`src/rtl/perf_event_pkg.sv`:
```
// Shared constants and carriers for the performance event select and count block
package perf_event_pkg;

  // ****************************************************************
  // Register map (byte addresses on the APB)
  // ****************************************************************
  localparam int unsigned ADDR_W = 12;
  localparam logic [ADDR_W-1:0] OFS_SELECTOR_ZERO = 12'h000;
  localparam logic [ADDR_W-1:0] OFS_SELECTOR_ONE = 12'h004;
  localparam logic [ADDR_W-1:0] OFS_COUNTER_ZERO = 12'h008;
  localparam logic [ADDR_W-1:0] OFS_COUNTER_ONE = 12'h00C;
  localparam logic [ADDR_W-1:0] OFS_STATUS = 12'h010;

  // ****************************************************************
  // Event selector layout
  // ****************************************************************
  localparam int unsigned CODE_LSB = 0;
  localparam int unsigned QUAL_LSB = 8;
  localparam int unsigned USER_BIT = 16;
  localparam int unsigned SUPERVISOR_BIT = 17;
  localparam int unsigned OCCURRENCE_BIT = 18;
  localparam int unsigned ENABLE_BIT = 22;
  localparam int unsigned BUS_ANY_BIT = 5;
  localparam logic [31:0] SELECTOR_WMASK = 32'h0047FFFF;
  localparam logic [31:0] SELECTOR_RESET = 32'h00000000;
  localparam logic [31:0] COUNTER_RESET = 32'h00000000;

  typedef struct packed {
    logic [8:0] rsvd_hi;
    logic enable;
    logic [2:0] rsvd_mid;
    logic occurrence;
    logic supervisor_level_count;
    logic user_level_count;
    logic [7:0] unit_qualifier_mask;
    logic [7:0] code;
  } selector_s;

  // ****************************************************************
  // Event codes
  // ****************************************************************
  localparam logic [7:0] EV_LOAD_BLOCKED = 8'h03;
  localparam logic [7:0] EV_STORE_DRAIN = 8'h04;
  localparam logic [7:0] EV_UNALIGNED_REF = 8'h05;
  localparam logic [7:0] EV_SEGMENT_LOAD = 8'h06;
  localparam logic [7:0] EV_FP_COMPUTE = 8'h10;
  localparam logic [7:0] EV_DIVIDER_BUSY = 8'h14;
  localparam logic [7:0] EV_RETIRED_INSN = 8'hC0;
  localparam logic [7:0] EV_RETIRED_UOP = 8'hC2;
  localparam logic [7:0] EV_RETIRED_BRANCH = 8'hC4;
  localparam logic [7:0] EV_RETIRED_MISPREDICT = 8'hC5;
  localparam logic [7:0] EV_IRQ_DISABLED = 8'hC6;
  localparam logic [7:0] EV_IRQ_PENDING_DISABLED = 8'hC7;
  localparam logic [7:0] EV_IRQ_RECEIVED = 8'hC8;
  localparam logic [7:0] EV_RETIRED_TAKEN = 8'hC9;
  localparam logic [7:0] EV_RETIRED_TAKEN_MISPREDICT = 8'hCA;
  localparam logic [7:0] EV_DECODED_INSN = 8'hD0;
  localparam logic [7:0] EV_PARTIAL_ALIAS_STALL = 8'hD2;
  localparam logic [7:0] EV_DECODED_BRANCH = 8'hE0;
  localparam logic [7:0] EV_TARGET_BUFFER_MISS = 8'hE2;
  localparam logic [7:0] EV_SPURIOUS_BRANCH = 8'hE4;
  localparam logic [7:0] EV_CACHE_ACCESS = 8'h2E;
  localparam logic [7:0] EV_BUS_TRANSACTION = 8'h70;

  // ****************************************************************
  // Indications from the core units, all on pclk
  // ****************************************************************
  typedef struct packed {
    logic fp_compute_executed;
    logic divider_busy;
    logic load_blocked;
    logic store_queue_drain;
    logic unaligned_data_ref;
    logic segment_load;
    logic instruction_retired;
    logic microop_retired;
    logic instruction_decoded;
    logic irq_received;
    logic irq_disabled;
    logic irq_pending;
    logic branch_retired;
    logic branch_mispredicted;
    logic branch_taken;
    logic branch_decoded;
    logic target_buffer_miss;
    logic spurious_branch;
    logic partial_alias_stall;
    logic cache_access;
    logic [3:0] cache_line_state;
    logic bus_txn_self;
    logic bus_txn_other;
  } core_events_s;

endpackage : perf_event_pkg

```
`src/rtl/event_matcher.sv`:
```
// Selects one core indication from an event code and unit qualifier
`timescale 1ns/1ns
module event_matcher #(
  parameter int unsigned COUNTER_INDEX = 0
) (
  input wire logic [7:0] code,
  input wire logic [7:0] unit_qualifier_mask,
  input wire perf_event_pkg::core_events_s events,
  output logic hit
);

  logic counter_zero;
  logic cache_hit;
  logic bus_hit;

  assign counter_zero = (COUNTER_INDEX == 0);

  assign cache_hit = events.cache_access && |(events.cache_line_state & unit_qualifier_mask[3:0]);

  assign bus_hit = events.bus_txn_self
    || (unit_qualifier_mask[perf_event_pkg::BUS_ANY_BIT] && events.bus_txn_other);

  always_comb begin
    case (code)
      perf_event_pkg::EV_FP_COMPUTE: hit = counter_zero && events.fp_compute_executed;
      perf_event_pkg::EV_DIVIDER_BUSY: hit = counter_zero && events.divider_busy;
      perf_event_pkg::EV_LOAD_BLOCKED: hit = events.load_blocked;
      perf_event_pkg::EV_STORE_DRAIN: hit = events.store_queue_drain;
      perf_event_pkg::EV_UNALIGNED_REF: hit = events.unaligned_data_ref;
      perf_event_pkg::EV_SEGMENT_LOAD: hit = events.segment_load;
      perf_event_pkg::EV_RETIRED_INSN: hit = events.instruction_retired;
      perf_event_pkg::EV_RETIRED_UOP: hit = events.microop_retired;
      perf_event_pkg::EV_DECODED_INSN: hit = events.instruction_decoded;
      perf_event_pkg::EV_IRQ_RECEIVED: hit = events.irq_received;
      perf_event_pkg::EV_IRQ_DISABLED: hit = events.irq_disabled;
      perf_event_pkg::EV_IRQ_PENDING_DISABLED: hit = events.irq_disabled && events.irq_pending;
      perf_event_pkg::EV_RETIRED_BRANCH: hit = events.branch_retired;
      perf_event_pkg::EV_RETIRED_MISPREDICT: hit = events.branch_retired && events.branch_mispredicted;
      perf_event_pkg::EV_RETIRED_TAKEN_MISPREDICT:
        hit = events.branch_retired && events.branch_mispredicted && events.branch_taken;
      perf_event_pkg::EV_RETIRED_TAKEN: hit = events.branch_retired && events.branch_taken;
      perf_event_pkg::EV_DECODED_BRANCH: hit = events.branch_decoded;
      perf_event_pkg::EV_TARGET_BUFFER_MISS: hit = events.target_buffer_miss;
      perf_event_pkg::EV_SPURIOUS_BRANCH: hit = events.spurious_branch;
      perf_event_pkg::EV_PARTIAL_ALIAS_STALL: hit = events.partial_alias_stall;
      perf_event_pkg::EV_CACHE_ACCESS: hit = cache_hit;
      perf_event_pkg::EV_BUS_TRANSACTION: hit = bus_hit;
      default: hit = 1'b0;
    endcase
  end

endmodule : event_matcher

```
`src/rtl/perf_event_select_decode.sv`:
```
// Two performance counters with event selectors behind an APB slave
//
// Notes on behaviour
// - Code 10H counts floating point, counter zero.
// - Code 14H counts divider busy, counter zero.
// - Code 03H counts loads blocked by stores.
// - Code 04H counts store buffer drain cycles.
// - Code 05H counts misaligned data references.
// - Code C0H counts retired instructions.
// - Code C2H counts retired micro-operations.
// - Code D0H counts decoded instructions.
// - Code C8H counts hardware interrupts received.
// - Code C6H counts interrupts-disabled cycles.
// - Code C7H counts disabled-and-pending cycles.
// - Code C4H counts retired branches.
// - C5H mispredicted retired; CAH taken mispredicted.
// - Code C9H counts retired taken branches.
// - Code E0H counts decoded branches.
// - Code E2H counts target buffer misses.
// - Code E4H counts spurious branches.
// - Code D2H counts partial alias stalls.
// - Code 06H counts segment register loads.
// - Qualifier bits 3..0 select line states.
// - State mask FH counts all, zero none.
// - Qualifier bit 5 picks self or any.
// - Code bits 7:0, qualifier bits 15:8.
// - Bit 18 occurrence, else duration cycles.
// - Bit 17 level zero, bit 16 others.
// - Bit 22 of selector zero enables both counters together.
`timescale 1ns/1ns
module perf_event_select_decode #(
  parameter int unsigned COUNTER_W = 32
) (
  input wire logic pclk,
  input wire logic presetn,
  input wire logic psel,
  input wire logic penable,
  input wire logic pwrite,
  input wire logic [perf_event_pkg::ADDR_W-1:0] paddr,
  input wire logic [31:0] pwdata,
  input wire logic [3:0] pstrb,
  output logic [31:0] prdata,
  output logic pready,
  output logic pslverr,
  input wire perf_event_pkg::core_events_s events,
  input wire logic [1:0] privilege_level,
  output logic [1:0] counting
);

  // ****************************************************************
  // Bus decode
  // ****************************************************************
  localparam int unsigned NUM_COUNTERS = 2;

  logic setup_phase;
  logic write_access;
  logic hit_sel0;
  logic hit_sel1;
  logic hit_ctr0;
  logic hit_ctr1;
  logic hit_status;
  logic mapped;
  logic [31:0] strobe_mask;
  logic [31:0] next_rdata;

  assign setup_phase = psel && !penable;
  // Writes land at the completing edge of the access phase only
  assign write_access = psel && penable && pwrite;

  assign hit_sel0 = (paddr == perf_event_pkg::OFS_SELECTOR_ZERO);
  assign hit_sel1 = (paddr == perf_event_pkg::OFS_SELECTOR_ONE);
  assign hit_ctr0 = (paddr == perf_event_pkg::OFS_COUNTER_ZERO);
  assign hit_ctr1 = (paddr == perf_event_pkg::OFS_COUNTER_ONE);
  assign hit_status = (paddr == perf_event_pkg::OFS_STATUS);
  assign mapped = hit_sel0 || hit_sel1 || hit_ctr0 || hit_ctr1 || hit_status;

  // Byte lanes expanded to a bit mask
  assign strobe_mask = {{8{pstrb[3]}}, {8{pstrb[2]}}, {8{pstrb[1]}}, {8{pstrb[0]}}};

  // ****************************************************************
  // Event selectors
  // ****************************************************************
  logic [31:0] selector_raw [NUM_COUNTERS];
  perf_event_pkg::selector_s selector [NUM_COUNTERS];
  logic [NUM_COUNTERS-1:0] selector_write;

  assign selector_write[0] = write_access && hit_sel0;
  assign selector_write[1] = write_access && hit_sel1;

  // ****************************************************************
  // Counters and their qualification
  // ****************************************************************
  logic [COUNTER_W-1:0] count [NUM_COUNTERS];
  logic [NUM_COUNTERS-1:0] counter_write;
  logic [NUM_COUNTERS-1:0] hit;
  logic [NUM_COUNTERS-1:0] hit_prev;
  logic [NUM_COUNTERS-1:0] level_ok;
  logic [NUM_COUNTERS-1:0] bump;
  logic common_enable;
  logic supervisor;

  assign counter_write[0] = write_access && hit_ctr0;
  assign counter_write[1] = write_access && hit_ctr1;

  assign common_enable = selector[0].enable;
  assign supervisor = (privilege_level == 2'h0);

  genvar gi;
  generate
    for (gi = 0; gi < NUM_COUNTERS; gi++) begin : g_counter
      logic [31:0] next_selector;

      assign selector[gi] = perf_event_pkg::selector_s'(selector_raw[gi]);

      // Reserved bits never store, so they read back as zero
      assign next_selector = ((selector_raw[gi] & ~strobe_mask) | (pwdata & strobe_mask))
        & perf_event_pkg::SELECTOR_WMASK;

      always_ff @(posedge pclk or negedge presetn) begin
        if (!presetn) begin
          selector_raw[gi] <= perf_event_pkg::SELECTOR_RESET;
        end else if (selector_write[gi]) begin
          selector_raw[gi] <= next_selector;
        end
      end

      event_matcher #(
        .COUNTER_INDEX(gi)
      ) u_matcher (
        .code(selector[gi].code),
        .unit_qualifier_mask(selector[gi].unit_qualifier_mask),
        .events(events),
        .hit(hit[gi])
      );

      assign level_ok[gi] = (supervisor && selector[gi].supervisor_level_count)
        || (!supervisor && selector[gi].user_level_count);

      // occurrence counts rising edges, duration counts cycles
      assign bump[gi] = common_enable && level_ok[gi]
        && (selector[gi].occurrence ? (hit[gi] && !hit_prev[gi]) : hit[gi]);

      // The edge history keeps running while disabled so enabling mid-event does not count it
      always_ff @(posedge pclk or negedge presetn) begin
        if (!presetn) begin
          hit_prev[gi] <= 1'b0;
        end else begin
          hit_prev[gi] <= hit[gi];
        end
      end

      // A software write wins over an increment in the same cycle
      // increment by exactly one
      always_ff @(posedge pclk or negedge presetn) begin
        if (!presetn) begin
          count[gi] <= COUNTER_W'(perf_event_pkg::COUNTER_RESET);
        end else if (counter_write[gi]) begin
          count[gi] <= COUNTER_W'((32'(count[gi]) & ~strobe_mask) | (pwdata & strobe_mask));
        end else if (bump[gi]) begin
          count[gi] <= count[gi] + COUNTER_W'(1);
        end
      end

      assign counting[gi] = bump[gi];
    end
  endgenerate

  // ****************************************************************
  // Read path
  // ****************************************************************
  // Read data is captured in the setup cycle, so a read shows the
  // counter as it stood one cycle before the completing edge.
  always_comb begin
    next_rdata = 32'h00000000;
    if (hit_sel0) begin
      next_rdata = selector_raw[0];
    end else if (hit_sel1) begin
      next_rdata = selector_raw[1];
    end else if (hit_ctr0) begin
      next_rdata = 32'(count[0]);
    end else if (hit_ctr1) begin
      next_rdata = 32'(count[1]);
    end else if (hit_status) begin
      next_rdata = {26'h0000000, supervisor, common_enable, level_ok, hit};
    end
  end

  always_ff @(posedge pclk or negedge presetn) begin
    if (!presetn) begin
      prdata <= 32'h00000000;
      pslverr <= 1'b0;
    end else if (setup_phase) begin
      prdata <= pwrite ? 32'h00000000 : next_rdata;
      pslverr <= !mapped;
    end
  end

  // Zero wait states: every access completes in its first access cycle
  assign pready = psel && penable;

endmodule : perf_event_select_decode

```
`config.mk`:
```
export PLATFORM = sky130hd
export DESIGN_NAME = perf_event_select_decode
export DESIGN_NICKNAME = d
export VERILOG_FILES = /design/src/rtl/perf_event_pkg.sv /design/src/rtl/event_matcher.sv /design/src/rtl/perf_event_select_decode.sv
export SDC_FILE = /design/constraint.sdc
export NUM_CORES = 1
export LEC_CHECK = 0
export BUFFER_PORTS_ARGS = -buffer_cell sky130_fd_sc_hd__buf_2
export CORE_UTILIZATION = 32
export CTS_CLUSTER_SIZE = 28
export DETAILED_ROUTE_END_ITERATION = 10
export PLACE_DENSITY = 0.47
export SLEW_MARGIN = 20
export SYNTH_ARGS = -nofsm -noshare
export SYNTH_HDL_FRONTEND = slang
export SYNTH_SLANG_ARGS = --single-unit
```
`constraint.sdc`:
```
create_clock -name pclk -period 7.3 [get_ports pclk]
set_clock_uncertainty 0.05 [all_clocks]
set_input_delay 1.095 -clock pclk [delete_from_list [all_inputs] [get_ports pclk]]
set_output_delay 1.095 -clock pclk [all_outputs]
set_load 0.01 [all_outputs]
```
==> run summary <==
Adder-cell share of the synthesized area = 0.002800
Setup TNS = 0 ns
Core area = 27180 um^2
Worst-path cell chain = buf_2, a22o_1, a221oi_1, nor3_1, or4_4, o21ai_4, inv_4, buf_2
R2R setup slack = 3.94 ns
Share of layout cells above drive strength 1 = 0.2599
Core Util, Final = 0.3813
Final std cells w/o fill = 1407
Max stage delay on crit path = 0.73 ns
FF-to-FF path depth = 8
Number of global-route vias before repair = 7884
Cts bufs inserted = 17
Critical path required time = 6.15 ns
Fin crit share = 0.6699
IO Port Bufs = 116
Root buf cell = clkbuf_16
Post-synthesis async set-or-reset flop share = 1.000
Post-DP Area = 9762 um^2
Initial antenna violation count = 0
Max-cap violations = 0
Most frequent CP cell = buf_2
Worst hold start = prdata[28]$_DFFE_PN0P_
Cts hold-fix bufs = 0
Global Route met3 Usage = 0.03507
Crit path time final = 4.890 ns
Seq cells post-synth = 139
Power share of the combinational group = 0.057
Hold Path Class = flip-flop to flip-flop
Slew margin rel. = 0.2954
Worst Hold Depth = 2
DR pass1 iterations = 5
Largest net degree at the start of global routing = 86
Crit path max-delay family = compound AO/OA/AOI/OAI gates
Postcts setup bufs = 0
Crit start category = input port
Grt met1 use = 0.3290
Sw frac = 0.2611
WP buf/inv = 3
Clock transition at path regs = 0.07 ns
Starting Density = 0.3289
Final Cell Area = 10360 um^2
Count leader, synth = dfrtp_1
Pwr dens = 172.1 nW/um^2
Yosys cell types = 87
RSZ-0062 raised after global routing = no
Global-route track usage on met2 = 0.3453
CTS tree = built
Clk sinks = 139
Compound-gate portion of the synthesized area = 0.1977
Resized Gates After CTS = 0
Final setup fails = 0
NetSw = 465.7 uW
Synth Warn # = 0
Synth Area in XOR/XNOR = 0.004900
Clock share of power = 0.510
Synth Instances = 944
Sequential area share after synthesis = 0.3892
Placed cell count = 1375
Chip width = 169.1 um
Post-route ant nets = 0
Area contributors post-synth = dfrtp_1, mux2_2, nand2_1, mux4_2, a21oi_1
CP endpoint kind = output pin
HPWL after detailed placement = 22630 um
Area Overhead vs Synth = 15.95%
Mux share of post-synthesis cell area = 0.1240
Outcome = complete, no violations
Diodes inserted = 0
Worst Path Max Fanout = 32
Die height = 169.1 um
Worst Hold Endpoint = prdata[28]$_DFFE_PN0P_
Ys flop type = dfrtp_1
Worst Setup SP = events[5]
Syn_nets = 1027
Top Usage Layer GRT = met2
Arrival time at the worst endpoint = 3.74 ns
Synth cell count leaders = dfrtp_1, nand2_1, a21oi_1
Pins Over Slew Limit = 0
Biggest area consumer among synthesized cells = dfrtp_1
Mapped Avg Cell Area = 9.468 um^2
P_int = 1.318 mW
Post-Syn Area = 8937 um^2
DRT iter0 DRCs = 740
Vias = 8306
Drt total wl = 31830 um
Core Rows = 60
Critical path type = input port to output pin
Fmax = 204.5 MHz
Overall overflow remaining after global route = 0
GRT Total Usage = 0.2268
Tot Pwr = 1.784 mW
# DRC = 0
Hold Vio Cnt, Final = 0
Top-Level Pins = 117
CTS H-Tree Depth = 4
Critical path's slowest cell = o21ai_4
First-pass GRT wire length = 49030 um
Share of the synthesized area in the top cell type = 0.3892
Number of flops mapped to enable cells by yosys = 0
Flop pwr share = 0.433
Nets = 1105
WL/cell = 22.63 um
Pleak = 4.363 nW
VDD IR max = 0.0001362 V
Largest family of logic cells by synthesized area = simple AND/OR/NAND/NOR gates
Vias per Instance = 5.903
Clk buf depth = 2
Total die area = 28600 um^2
Worst skew pair latency = 0.43 ns
Post-Synth Simple-Gate Area = 0.2386
Gpl congestion = 0.8799
Worst slew pin tran = 1.053 ns
cell families after synthesis:
| logic type | count (synthesis) |
|---|---|
| simple gates | 387 |
| compound gates | 242 |
| flops | 139 |
| mux | 86 |
| buf+inv | 83 |
| xor+xnor | 5 |
| fa+ha+maj | 2 |
final cells by class:
cell class | count | area (um^2)
Tap cell | 372 | 465.4
Sequential cell | 139 | 3478
Fill cell | 2802 | 16810
Clock inverter | 15 | 175.2
Multi-Input combinational cell | 722 | 5090
Inverter | 15 | 58.81
Timing Repair Buffer | 127 | 669.4
Clock buffer | 17 | 425.4
layout by cell type (no fill, tap or decap), drive strengths merged, types with 17 or more instances in the layout:
cell type and count:
dfrtp 139, buf 127, nand2 96, a21oi 66, nor2 51, mux2 45
nand3 41, nor3 40, o21ai 30, mux2i 26, nand4 24, inv 23
nand3b 18, and3 18, clkbuf 17, o211ai 17, a211oi 17
stage by stage:
stage / setup WS, ns / hold WS [ns]
3_3_place_gp: 2.361 / 0.4132
3_5_place_dp: 2.366 / 0.4190
4_1_cts: 2.368 / 0.4390
2_1_floorplan: 3.502 / 0.4245
5_1_grt: 2.273 / 0.4629
6_report: 2.410 / 0.4272
power by group through the flow:
stage | registers (mW) | logic [mW] | clock network (mW)
2_1_floorplan | 0.787 | 0.0356 | 0
3_3_place_gp | 0.787 | 0.102 | 0
3_5_place_dp | 0.787 | 0.102 | 0
4_1_cts | 0.772 | 0.102 | 0.928
5_1_grt | 0.772 | 0.111 | 0.961
6_report | 0.773 | 0.101 | 0.910
how the worst max path moves through the flow:
| stage | end | slack [ns] | cells past startpoint |
|---|---|---|---|
| after floorplan | counting[1] | 3.50 | 8 |
| after global placement | counting[1] | 2.36 | 8 |
| after detailed placement | counting[1] | 2.37 | 8 |
| after CTS | counting[1] | 2.37 | 8 |
| after global routing | counting[1] | 2.27 | 8 |
| final | counting[1] | 2.41 | 8 |
layer usage:
metal / share of wire / vias up
met3: 0.053 / 40
met5: 0 / -
met1: 0.49 / 4182
met4: 0.020 / 0
met2: 0.44 / 292
li1: - / 3792
worst min-delay path: stages, from the launching register on:
cell and delay (ns):
dfrtp_1 0.34, nand2_1 0.04, o21ai_0 0.06
Power figures use the tool's default switching activity.
